### config.mk
export PLATFORM = sky130hd
export DESIGN_NAME = mmst_core
export DESIGN_NICKNAME = d
export VERILOG_FILES = /design/src/rtl/mmst_pkg.sv /design/src/rtl/mmst_timer.sv /design/src/rtl/mmst_sticky.sv /design/src/rtl/mmst_core.sv
export SDC_FILE = /design/constraint.sdc
export NUM_CORES = 1
export LEC_CHECK = 0
export BUFFER_PORTS_ARGS = -buffer_cell sky130_fd_sc_hd__buf_2
export CAP_MARGIN = 20
export CORE_MARGIN = 2
export CORE_UTILIZATION = 60
export CTS_BUF_LIST = sky130_fd_sc_hd__clkbuf_8
export CTS_CLUSTER_DIAMETER = 80
export DETAILED_ROUTE_END_ITERATION = 7
export GPL_TIMING_DRIVEN = 0
export PLACE_DENSITY = 0.84
export SYNTH_ARGS = -nofsm -noshare
export SYNTH_HDL_FRONTEND = slang
export SYNTH_HIERARCHICAL = 1
export SYNTH_SLANG_ARGS = --single-unit
### constraint.sdc
create_clock -name sys_clk -period 4.2 [get_ports sys_clk]
set_input_delay 0 -clock sys_clk [delete_from_list [all_inputs] [get_ports sys_clk]]
set_output_delay 0 -clock sys_clk [all_outputs]
set_load 0.05 [all_outputs]
### src/rtl/mmst_pkg.sv
/*
  Constants for the module management sideband block: register map,
  field positions, reset values, state codes and timing counts.
  Assumes a single 40 MHz system clock drives every counter.
*/
// Behaviour
// - Finish management initialisation within 2000 ms.
// - Reset pulses of 10 us always reset.
// - Interrupt pin low within 200 ms.
// - Clearing read releases interrupt within 500 us.
// - Receive loss sets flag, interrupt, 100 ms.
// - Any flag sets bit and interrupt, 200 ms.
// - Mask set inhibits interrupt within 100 ms.
// - Mask clear restores interrupt within 100 ms.
// - Serial bus answers within 2 s.
// - Data ready: clear bit, raise interrupt, 2 s.
// - Fully functional 2 s after reset release.
// - Init limit holds with low power low.
// - Low power pin high: class 1, 100 ms.
// - Low power pin low: full function, 300 ms.
// - Low power/transmit disable switch within 100 ms.
// - Interrupt/receive loss switch within 100 ms.
// - Power override or set: class 1, 100 ms.
// - Override or set cleared: full function, 300 ms.
package mmst_pkg;

  // ---------------------------------------------------------------
  // Clock and timing
  // ---------------------------------------------------------------
  localparam int unsigned CLK_MHZ          = 40;    // System clock rate in MHz.
  localparam int unsigned RESET_MIN_US     = 10;    // Shortest qualified reset pulse.
  localparam int unsigned INIT_MAX_MS      = 2000;  // Longest allowed initialisation.
  localparam int unsigned INIT_TIME_US     = 1000;  // Initialisation time actually used.
  localparam int unsigned WAKE_TIME_US     = 100;   // Settle time when leaving low power.
  localparam int unsigned WAKE_MAX_MS      = 300;   // Longest allowed wake-up.
  // Reset pulse qualification, converted exactly to whole cycles.
  localparam int unsigned RESET_MIN_CYCLES = RESET_MIN_US * CLK_MHZ;
  // Initialisation time in cycles, and the ceiling it must stay below.
  localparam int unsigned INIT_CYCLES      = INIT_TIME_US * CLK_MHZ;
  localparam longint unsigned INIT_MAX_CYCLES = longint'(INIT_MAX_MS) * 1000 * CLK_MHZ;
  // Wake settle time in cycles, and its ceiling.
  localparam int unsigned WAKE_CYCLES      = WAKE_TIME_US * CLK_MHZ;
  localparam int unsigned WAKE_MAX_CYCLES  = WAKE_MAX_MS * 1000 * CLK_MHZ;

  // ---------------------------------------------------------------
  // Register map
  // ---------------------------------------------------------------
  localparam int unsigned ADDR_W   = 4;
  localparam int unsigned DATA_W   = 8;
  localparam logic [3:0] REG_STATUS  = 4'h0;  // Read only state.
  localparam logic [3:0] REG_FLAGS   = 4'h1;  // Latched flags, clear on read.
  localparam logic [3:0] REG_MASK    = 4'h2;  // Interrupt mask per flag.
  localparam logic [3:0] REG_CONTROL = 4'h3;  // Power and pin function control.

  // Flag bit positions, shared by the flag and mask registers.
  localparam int unsigned NUM_FLAGS     = 4;
  localparam int unsigned FLAG_RX_LOSS  = 0;
  localparam int unsigned FLAG_TX_FAULT = 1;
  localparam int unsigned FLAG_DATA_RDY = 2;
  localparam int unsigned FLAG_AUX      = 3;

  // Status bit positions.
  localparam int unsigned ST_DATA_NOT_READY = 0;
  localparam int unsigned ST_INIT_BUSY      = 1;
  localparam int unsigned ST_LOW_POWER      = 2;
  localparam int unsigned ST_FULL_FUNCTION  = 3;
  localparam int unsigned ST_INT_PIN_LEVEL  = 4;

  // Control bit positions.
  localparam int unsigned CTL_POWER_OVERRIDE = 0;
  localparam int unsigned CTL_POWER_SET      = 1;
  localparam int unsigned CTL_LP_IS_TRANSMIT_DISABLE    = 2;
  localparam int unsigned CTL_INT_IS_LOS     = 3;

  // Reset values.
  localparam logic [7:0] MASK_RESET    = 8'h00;
  localparam logic [7:0] CONTROL_RESET = 8'h00;

  // Initialisation states, Gray coded along hold, init, run.
  typedef enum logic [1:0] {
    MMST_HOLD = 2'b00,
    MMST_INIT = 2'b01,
    MMST_RUN  = 2'b11
  } mmst_state_t;

endpackage

### src/rtl/mmst_timer.sv
/*
  Elapsed time counter: counts clock cycles while run is high and
  flags done once CYCLES cycles have passed. Assumes run is synchronous.
*/
`timescale 1ns/1ps
module mmst_timer #(
  parameter int unsigned CYCLES = 400
) (
  input  wire logic sys_clk,
  input  wire logic reset,
  input  wire logic run,
  output logic      done
);

  // ---------------------------------------------------------------
  // Counter
  // ---------------------------------------------------------------
  localparam int unsigned W = $clog2(CYCLES + 1);

  logic [W-1:0] count;  // Cycles elapsed since run rose.

  initial begin
    if (CYCLES < 1) begin
      $error("mmst_timer needs at least one cycle");
    end
  end

  // Count while running; dropping run restarts the measurement.
  always_ff @(posedge sys_clk) begin
    if (reset || !run) begin
      count <= '0;
      done  <= 1'b0;
    end else if (!done) begin
      count <= count + 1'b1;
      done  <= (count == W'(CYCLES - 1));
    end
  end

endmodule

### src/rtl/mmst_sticky.sv
/*
  One latched flag bit: set by an event, cleared by a clear request.
  Assumes both requests are synchronous one-cycle terms.
*/
`timescale 1ns/1ps
module mmst_sticky (
  input  wire logic sys_clk,
  input  wire logic reset,
  input  wire logic set,
  input  wire logic clear,
  output logic      q
);

  // ---------------------------------------------------------------
  // Flag storage
  // ---------------------------------------------------------------
  // A set in the same cycle as a clear wins, so no event is lost.
  always_ff @(posedge sys_clk) begin
    if (reset) begin
      q <= 1'b0;
    end else begin
      q <= set | (q & ~clear);
    end
  end

endmodule

### src/rtl/mmst_core.sv
/*
  Management sideband of a pluggable cable module: reset qualification,
  initialisation sequence, latched flags with mask and interrupt pin,
  dual function pins and power control.
  Assumes every input is synchronous to sys_clk and that the register
  port master follows the one-cycle strobe protocol.
*/
`timescale 1ns/1ps
module mmst_core #(
  parameter int unsigned INIT_CYCLES = mmst_pkg::INIT_CYCLES
) (
  input  wire logic       sys_clk,
  input  wire logic       reset,
  input  wire logic       module_reset_n,
  input  wire logic       low_power_select,
  input  wire logic       rx_loss,
  input  wire logic       tx_fault,
  input  wire logic       aux_flag,
  input  wire logic [3:0] reg_addr,
  input  wire logic [7:0] reg_wdata,
  input  wire logic       reg_write,
  input  wire logic       reg_read,
  output logic      [7:0] reg_rdata,
  input  wire logic       interrupt_pin_in,
  output logic            interrupt_pin_out,
  output logic            interrupt_pin_oe_n,
  output logic            management_init_state,
  output logic            bus_ready,
  output logic            low_power_mode,
  output logic            transmit_disable,
  output logic            full_function
);

  // ---------------------------------------------------------------
  // Elaboration checks
  // ---------------------------------------------------------------
  // The chosen initialisation time must fit under the 2000 ms ceiling.
  initial begin
    if (INIT_CYCLES < 1 || longint'(INIT_CYCLES) >= mmst_pkg::INIT_MAX_CYCLES) begin
      $error("INIT_CYCLES outside the allowed initialisation window");
    end
    if (mmst_pkg::WAKE_CYCLES >= mmst_pkg::WAKE_MAX_CYCLES) begin
      $error("Wake settle time exceeds its ceiling");
    end
  end

  // ---------------------------------------------------------------
  // Declarations
  // ---------------------------------------------------------------
  mmst_pkg::mmst_state_t state;       // Initialisation state.
  mmst_pkg::mmst_state_t next_state;  // Next initialisation state.

  logic       reset_n_prev;      // Module reset pin one cycle ago.
  logic       reset_qualified;   // Pin has been low long enough.
  logic       reset_armed;       // A qualified pulse awaits release.
  logic       reset_release;     // Rising edge after a qualified pulse.
  logic       init_done;         // Initialisation time elapsed.
  logic       wake_done;         // Wake settle time elapsed.
  logic       data_not_ready;    // Monitor data not yet valid.
  logic [7:0] mask;              // Interrupt mask per flag.
  logic [7:0] control;           // Power and pin function control.
  logic       rx_loss_prev;      // Receive loss one cycle ago.
  logic       tx_fault_prev;     // Transmit fault one cycle ago.
  logic       aux_prev;          // Auxiliary flag one cycle ago.

  logic [mmst_pkg::NUM_FLAGS-1:0] flags;       // Latched flags.
  logic [mmst_pkg::NUM_FLAGS-1:0] flag_set;    // Flag events this cycle.
  logic [mmst_pkg::NUM_FLAGS-1:0] flag_clear;  // Flag clears this cycle.

  // ---------------------------------------------------------------
  // Reset pulse qualification
  // ---------------------------------------------------------------
  // pulse width check
  // Only a low pulse of the minimum width restarts the module;
  // shorter glitches are ignored.
  mmst_timer #(
    .CYCLES (mmst_pkg::RESET_MIN_CYCLES)
  ) u_reset_width (
    .sys_clk (sys_clk),
    .reset   (reset),
    .run     (~module_reset_n),
    .done    (reset_qualified)
  );

  // Release edge of a qualified pulse; it only clears reset_armed, init starts from the hold state on the pin level.
  assign reset_release = reset_armed & module_reset_n & ~reset_n_prev;

  // Remember the pin and whether a qualified pulse is pending.
  always_ff @(posedge sys_clk) begin
    if (reset) begin
      reset_n_prev <= 1'b1;
      reset_armed  <= 1'b0;
    end else begin
      reset_n_prev <= module_reset_n;
      reset_armed  <= (reset_armed | reset_qualified) & ~reset_release;
    end
  end

  // ---------------------------------------------------------------
  // Initialisation sequence
  // ---------------------------------------------------------------
  // counter based timing
  // bounded initialisation time
  // The timer runs only while in the init state.
  mmst_timer #(
    .CYCLES (INIT_CYCLES)
  ) u_init_time (
    .sys_clk (sys_clk),
    .reset   (reset),
    .run     (state == mmst_pkg::MMST_INIT),
    .done    (init_done)
  );

  // Next state: a qualified reset holds, release starts init again.
  always_comb begin
    next_state = state;
    case (state)
      mmst_pkg::MMST_HOLD: begin
        // Wait for the pin to be released.
        if (module_reset_n) begin
          next_state = mmst_pkg::MMST_INIT;
        end
      end
      mmst_pkg::MMST_INIT: begin
        if (reset_qualified) begin
          next_state = mmst_pkg::MMST_HOLD;
        end else if (init_done) begin
          next_state = mmst_pkg::MMST_RUN;
        end
      end
      mmst_pkg::MMST_RUN: begin
        if (reset_qualified) begin
          next_state = mmst_pkg::MMST_HOLD;
        end
      end
      default: begin
        next_state = mmst_pkg::MMST_HOLD;
      end
    endcase
  end

  // State register; power-on reset enters the hold state.
  always_ff @(posedge sys_clk) begin
    if (reset) begin
      state <= mmst_pkg::MMST_HOLD;
    end else begin
      state <= next_state;
    end
  end

  // Init state indicator and serial bus readiness.
  always_ff @(posedge sys_clk) begin
    if (reset) begin
      management_init_state <= 1'b1;
      bus_ready             <= 1'b0;
    end else begin
      management_init_state <= (next_state != mmst_pkg::MMST_RUN);
      bus_ready             <= (next_state == mmst_pkg::MMST_RUN);
    end
  end

  // data ready clears bit
  // Monitor data become valid when initialisation completes.
  always_ff @(posedge sys_clk) begin
    if (reset) begin
      data_not_ready <= 1'b1;
    end else if (next_state != mmst_pkg::MMST_RUN) begin
      data_not_ready <= 1'b1;
    end else begin
      data_not_ready <= 1'b0;
    end
  end

  // ---------------------------------------------------------------
  // Register port decode
  // ---------------------------------------------------------------
  // Accesses are ignored until the serial bus is ready.
  wire wr_ok      = reg_write & bus_ready;
  wire rd_ok      = reg_read & bus_ready;
  wire wr_mask    = wr_ok & (reg_addr == mmst_pkg::REG_MASK);
  wire wr_control = wr_ok & (reg_addr == mmst_pkg::REG_CONTROL);
  wire wr_flags   = wr_ok & (reg_addr == mmst_pkg::REG_FLAGS);
  wire rd_flags   = rd_ok & (reg_addr == mmst_pkg::REG_FLAGS);

  // Status word showing the block's own state.
  wire [7:0] status_word = {
    3'h0,
    interrupt_pin_in,
    full_function,
    low_power_mode,
    (state != mmst_pkg::MMST_RUN),
    data_not_ready
  };

  // Read selection; unmapped addresses read as zero.
  wire [7:0] read_mux =
    (reg_addr == mmst_pkg::REG_STATUS)  ? status_word :
    (reg_addr == mmst_pkg::REG_FLAGS)   ? {4'h0, flags} :
    (reg_addr == mmst_pkg::REG_MASK)    ? mask :
    (reg_addr == mmst_pkg::REG_CONTROL) ? control : 8'h00;

  // Read data stand only in the cycle after the strobe.
  always_ff @(posedge sys_clk) begin
    if (reset) begin
      reg_rdata <= 8'h00;
    end else if (rd_ok) begin
      reg_rdata <= read_mux;
    end else begin
      reg_rdata <= 8'h00;
    end
  end

  // Mask and control registers.
  always_ff @(posedge sys_clk) begin
    if (reset) begin
      mask    <= mmst_pkg::MASK_RESET;
      control <= mmst_pkg::CONTROL_RESET;
    end else begin
      if (wr_mask) begin
        mask <= reg_wdata;
      end
      if (wr_control) begin
        control <= reg_wdata;
      end
    end
  end

  // ---------------------------------------------------------------
  // Flag events
  // ---------------------------------------------------------------
  // Remember inputs so each condition latches on its onset.
  always_ff @(posedge sys_clk) begin
    if (reset) begin
      rx_loss_prev  <= 1'b0;
      tx_fault_prev <= 1'b0;
      aux_prev      <= 1'b0;
    end else begin
      rx_loss_prev  <= rx_loss;
      tx_fault_prev <= tx_fault;
      aux_prev      <= aux_flag;
    end
  end

  assign flag_set[mmst_pkg::FLAG_RX_LOSS]  = rx_loss & ~rx_loss_prev;
  assign flag_set[mmst_pkg::FLAG_TX_FAULT] = tx_fault & ~tx_fault_prev;
  assign flag_set[mmst_pkg::FLAG_AUX]      = aux_flag & ~aux_prev;
  assign flag_set[mmst_pkg::FLAG_DATA_RDY] = init_done & (state == mmst_pkg::MMST_INIT);

  // clear on read
  // A read clears exactly the bits it returned; a write of one also clears.
  assign flag_clear = (rd_flags ? flags : '0)
                    | (wr_flags ? reg_wdata[mmst_pkg::NUM_FLAGS-1:0] : '0);

  // One latched bit per flag.
  for (genvar i = 0; i < mmst_pkg::NUM_FLAGS; i++) begin : g_flag
    mmst_sticky u_flag (
      .sys_clk (sys_clk),
      .reset   (reset),
      .set     (flag_set[i]),
      .clear   (flag_clear[i]),
      .q       (flags[i])
    );
  end

  // ---------------------------------------------------------------
  // Interrupt pin
  // ---------------------------------------------------------------
  // unmasked flag pulls low
  wire int_request = |(flags & ~mask[mmst_pkg::NUM_FLAGS-1:0]);

  // pin function select
  // In receive-loss mode the pin follows the loss condition directly.
  wire int_pin_low = control[mmst_pkg::CTL_INT_IS_LOS] ? rx_loss : int_request;

  // Open drain: the pin only ever drives low, enable active low.
  always_ff @(posedge sys_clk) begin
    if (reset) begin
      interrupt_pin_out  <= 1'b0;
      interrupt_pin_oe_n <= 1'b1;
    end else begin
      interrupt_pin_out  <= 1'b0;
      interrupt_pin_oe_n <= ~int_pin_low;
    end
  end

  // ---------------------------------------------------------------
  // Power and dual function input
  // ---------------------------------------------------------------
  // input function select
  wire lp_pin_is_transmit_disable = control[mmst_pkg::CTL_LP_IS_TRANSMIT_DISABLE];

  wire low_power_req = (~lp_pin_is_transmit_disable & low_power_select)
                     | control[mmst_pkg::CTL_POWER_OVERRIDE]
                     | control[mmst_pkg::CTL_POWER_SET];

  mmst_timer #(
    .CYCLES (mmst_pkg::WAKE_CYCLES)
  ) u_wake_time (
    .sys_clk (sys_clk),
    .reset   (reset),
    .run     (~low_power_req & (state == mmst_pkg::MMST_RUN)),
    .done    (wake_done)
  );

  // Power state, transmit disable and full function outputs.
  always_ff @(posedge sys_clk) begin
    if (reset) begin
      low_power_mode   <= 1'b0;
      transmit_disable <= 1'b0;
      full_function    <= 1'b0;
    end else begin
      low_power_mode   <= low_power_req;
      transmit_disable <= lp_pin_is_transmit_disable & low_power_select;
      full_function    <= wake_done & ~low_power_req;
    end
  end

endmodule

======== Yosys cells after proc, flatten, opt, wreduce, memory -nomap -nowiden ========
Index checks and enable logic that the tools add are counted.
W data, S select, Z words.
word-level totals
  logic and storage cells ................. 103
  register bits after elaboration ......... 80
operators by class
  bitwise gates (word level) .............. 38
  add/subtract/negate cells ............... 3
  eq/ne operators ......................... 11
  reduce and logical (&&, ||, !) cells .... 10
  mux-type cells .......................... 16
operator list
  operator                 number
  $and A1 B1 Y1            18
  $add A16 B1 Y16 const B  1
  $eq A16 B16 Y1 const B   1
  $mux W8                  2
  $add A12 B1 Y12 const B  1
  $eq A12 B12 Y1 const B   1
  $not A1 Y1               11
  $mux W5                  2
  $add A9 B1 Y9 const B    1
  $eq A9 B9 Y1 const B     1
  $eq A4 B2 Y1 const B     2
  $mux W2                  4
  $mux W4                  2
  $reduce_or A4 Y1         2
  $or A1 B1 Y1             6
  $pmux W2 S3              1
  $mux W1                  5
  $and A4 B4 Y4            1
  $eq A2 B2 Y1 const B     2
  $eq A4 B1 Y1 const B     1
  $logic_not A4 Y1         1
  $ne A2 B2 Y1 const B     2
  $not A4 Y4               1
  $or A4 B4 Y4             1
  other kinds (5)          8

======== Depth between registers and ports, before layout ========
  depth after elaboration ................. 8
  depth in mapped cells ................... 6

======== Modules after synthesis ========
Netlist, hierarchy kept.
by module, submodules not included
  module                      times used  area each (sq um)  cells each  seq. area each (sq um)
  mmst_core                   1           1594.0             169         700.7
  mmst_timer (u_init_time)    1           783.3              89          340.3
  mmst_timer (u_wake_time)    1           624.3              65          260.2
  mmst_timer (u_reset_width)  1           442.9              47          200.2
  mmst_sticky                 4           38.8               4           20.0

======== Worst setup path before layout ========
Ideal clock, no wire load.
  kind .................................... register -> register
  from .................................... reg bus_ready
  to ...................................... reg mask[0]
  arrival ................................. 1495 ps
  setup time .............................. 72 ps
  required time ........................... 4128 ps
  setup slack ............................. 2633 ps
  period minus slack after synthesis ...... 1567 ps
  cell stages (with the launch flop) ...... 5
  buffers on the path ..................... 1
  cell sequence ........................... dfxtp_1 and4bb_1 and3b_1 buf_2 mux2i_1
on the way
  longest elaborated chain between the ends .. 2
RTL lines
  item                    RTL line          text
  from (decl)             mmst_core.sv:28   output logic bus_ready,
  from (signal assigned)  mmst_core.sv:158  bus_ready <= (next_state == mmst_pkg::MMST_RUN);
  $and A1 B1 Y1           mmst_core.sv:178  wire wr_ok = reg_write & bus_ready;
  $and A1 B1 Y1           mmst_core.sv:180  wire wr_mask = wr_ok & (reg_addr == mmst_pkg::REG_MASK);
  to (signal assigned)    mmst_core.sv:216  mask <= mmst_pkg::MASK_RESET;
  to (signal assigned)    mmst_core.sv:220  mask <= reg_wdata;
  to (decl)               mmst_core.sv:60   logic [7:0] mask;
No other way between the ends.
A chain may end at the register's enable or synchronous reset.

======== Worst setup path after layout ========
  from .................................... reg u_init_time.count[0]
  to ...................................... reg u_init_time.count[12]
on the way
  longest elaborated chain between the ends .. 1
RTL lines
  item                    RTL line          text
  from (decl)             mmst_timer.sv:20  logic [W-1:0] count;
  from (signal assigned)  mmst_timer.sv:34  count <= count + 1'b1;
  $add A16 B1 Y16         mmst_timer.sv:34
No other way between the ends.

==> results.toml <==
[pwr]
peakVddDrop_mv = 0.224
p_leak_nw = 1.76
finalPower_mw = 1.37
p_per_area_mw_per_mm2 = 327

[placed_design]
gp_congestion = 0.856
io_buffers = 35
dpl.hpwl_mm = 5.06

[floorplanning]
dieHeight_um = 81.5
core_sq_mm = 0.00585
die_w_um = 81.5
core.rowCount = 28
start_util_pct = 61.5
pin_count = 37
dieArea_sq_mm = 0.00663

[worst_setup_path]
reg2reg_slack_ns = 2.44
worstPathRequired_ns = 4.44
reg2regPathDepth = 5
crit_chain = "ha_1, nand3b_1, nor3_1, a21oi_1, a31o_2"
critPathMaxFanout = 5
end_kind = "flop"
start_kind = "flop"
cp_slowest_cell = "nor3_1"
cp.arrival_ns = 2.00
path_class = "flop to flop"
max_stage_delay_ns = 0.51

[clock_tree]
cts.path.max_buffers = 2
root_buffer = "clkbuf_8"
path_clk_slew_ns = 0.07
tritoncts = "built"
insertion_delay_ns = 0.35
h-tree-depth = 3
numClockSinks = 79
cts_buffers = 9
cts_resized = 0

[layout]
drive_gt1_share_pct = 16.0
nFillCells = 432
layout_commonest_cell = "dfxtp_1"
mostFrequentLayoutCells = "dfxtp_1, buf_2, nor2_1"
antenna_cells = 0
syn2layout_area_growth_pct = 16.5
final_nets = 471
utilization_pct = 71.7

[hold_path]
hold_depth = 4
hp-class = "input port to flop"

[logic_synthesis]
yosys.area.top_type_share_pct = 43.9
synth_seq_cells = 79
postSynthAreaPerCell_sq_um = 9.33
synth_top_area_cell = "dfxtp_1"
synth_cells = 386
synth_warnings = 6
synthDistinctLibCells = 52
ys_top_cells_by_area = "dfxtp_1, mux2i_1, nand2b_1"
synth.cell_area_sq_mm = 0.00360
syn-num-nets = 411
synth.yosys.seq_area_share_pct = 43.9

[drt]
drc = 0
ant_nets = 0
wirelength_mm = 7.29
dr.pass1.iters = 4
vias = 2918
drt_iter0_markers = 158
routedWlPerCell_um = 13.8
vias_per_cell = 5.55

[grt]
grt_pass1_wl_mm = 12.3
grtUsageTotal_pct = 24.3
first_global_vias = 2816
grt_max_degree = 17
antenna_found_initial = 0
overflow = 0

[run_status]
outcome = "completed"

[run]
maxCapViolCount = 0

[sta]
tns_ns = 0
hold_ws_ns = 0.0172
maxSlewViolCount = 0
skew_ns = 0.0107
worst_pin_slew_ns = 0.532
fin_crit_sh_pct = 41.9
max_freq_mhz = 568
finalSetupViolations = 0
rsz0062_at_grt = "no"
final-hold-violation-count = 0
final.min_clock_period_ns = 1.76
maxSlewHeadroom_pct = 64.2
sequential cells by signal (all words and copies together), names as in the netlist, 2 cells and up:
register / flops
u_init_time/count: 16
u_wake_time/count: 12
u_reset_width/count: 9
control: 8
mask: 8
reg_rdata: 8
g_flag.u_flag/q: 4
state: 2
worst max-delay path: cells and delay by family, from the launching register on:
kind	cells	cell delay (ns)
AND/OR/NAND/NOR	2	0.67
flip-flops	1	0.41
AO/OA/AOI/OAI	2	0.35
adder cells (fa/ha/maj)	1	0.22
power breakdown:
group | total, mW | internal, mW | leakage (nW) | switching, mW
logic | 0.0867 | 0.0393 | 1.02 | 0.0474
registers | 0.763 | 0.756 | 0.639 | 0.00671
clock network | 0.522 | 0.259 | 0.105 | 0.263
through the flow:
step	instances	cell area (sq um)	setup WS, ns
6_report	526	4200	2.44
5_1_grt	526	4200	2.29
4_1_cts	526	4200	2.43
3_5_place_dp	496	3870	2.45
3_3_place_gp	496	3870	2.48
2_1_floorplan	386	3600	2.63
logic make-up after synthesis:
family / synth area share (%)
simple gates: 29.9
flops: 43.9
compound gates: 10.7
buf+inv: 3.75
mux: 6.40
xor+xnor: 4.14
fa+ha+maj: 1.04
other cells: 0.104
cells in the mapped netlist (all sizes together):
cell type  count
a31oi          3
and4b          2
nor3           5
o2111ai        2
clkbuf         8
a21oi         24
or3           11
a211o          1
nor2          37
dfxtp         79
o31ai          6
a211oi         1
or4b           1
a41oi          1
and4           2
o21ai         11
nand4          8
a31o           1
nand2         17
or4            6
nor4b          1
nand2b        32
mux2i         23
and4bb         1
and3           3
a21o           2
o21a           3
nand4b         6
conb           1
a22oi          4
inv           18
o22ai          2
or3b           1
nor2b         10
buf            7
and2           1
nand3b         6
ha             3
xor2           7
xnor2         10
nor4           6
nand3          7
and3b          6
layout make-up:
class	count	area, sq um	share of cell area [%]
clock inverter	4	21.3	0.507
buffer	15	67.6	1.61
clock buffer	12	165	3.94
sequential	79	1580	37.7
inverter	18	67.6	1.61
tap	75	93.8	2.24
multi-input combinational	274	1880	44.9
timing repair buffer	49	315	7.52
final timing paths:
kind,start,end
min,module_reset_n,state[0]$_SDFF_PP0_
min reg2reg,control[5]$_SDFFE_PP0P_,control[5]$_SDFFE_PP0P_
max,u_init_time/count[0]$_SDFFE_PP0N_,u_init_time/count[12]$_SDFFE_PP0N_
max reg2reg,u_init_time/count[0]$_SDFFE_PP0N_,u_init_time/count[12]$_SDFFE_PP0N_
per-layer routing:
metal,vias to the layer above,GRT usage (%),share of wire [%]
li1,1483,-,-
met1,1356,28.7,44
met2,66,42.6,50
met3,13,5.38,4.2
met4,0,10.2,2.1
met5,-,0,0
repair_timing:
item,in CTS,in global routing
hold buffers,14,0
setup buffers,0,0
hold endpoints to repair,25,0
(Power assumes the default switching activity.)
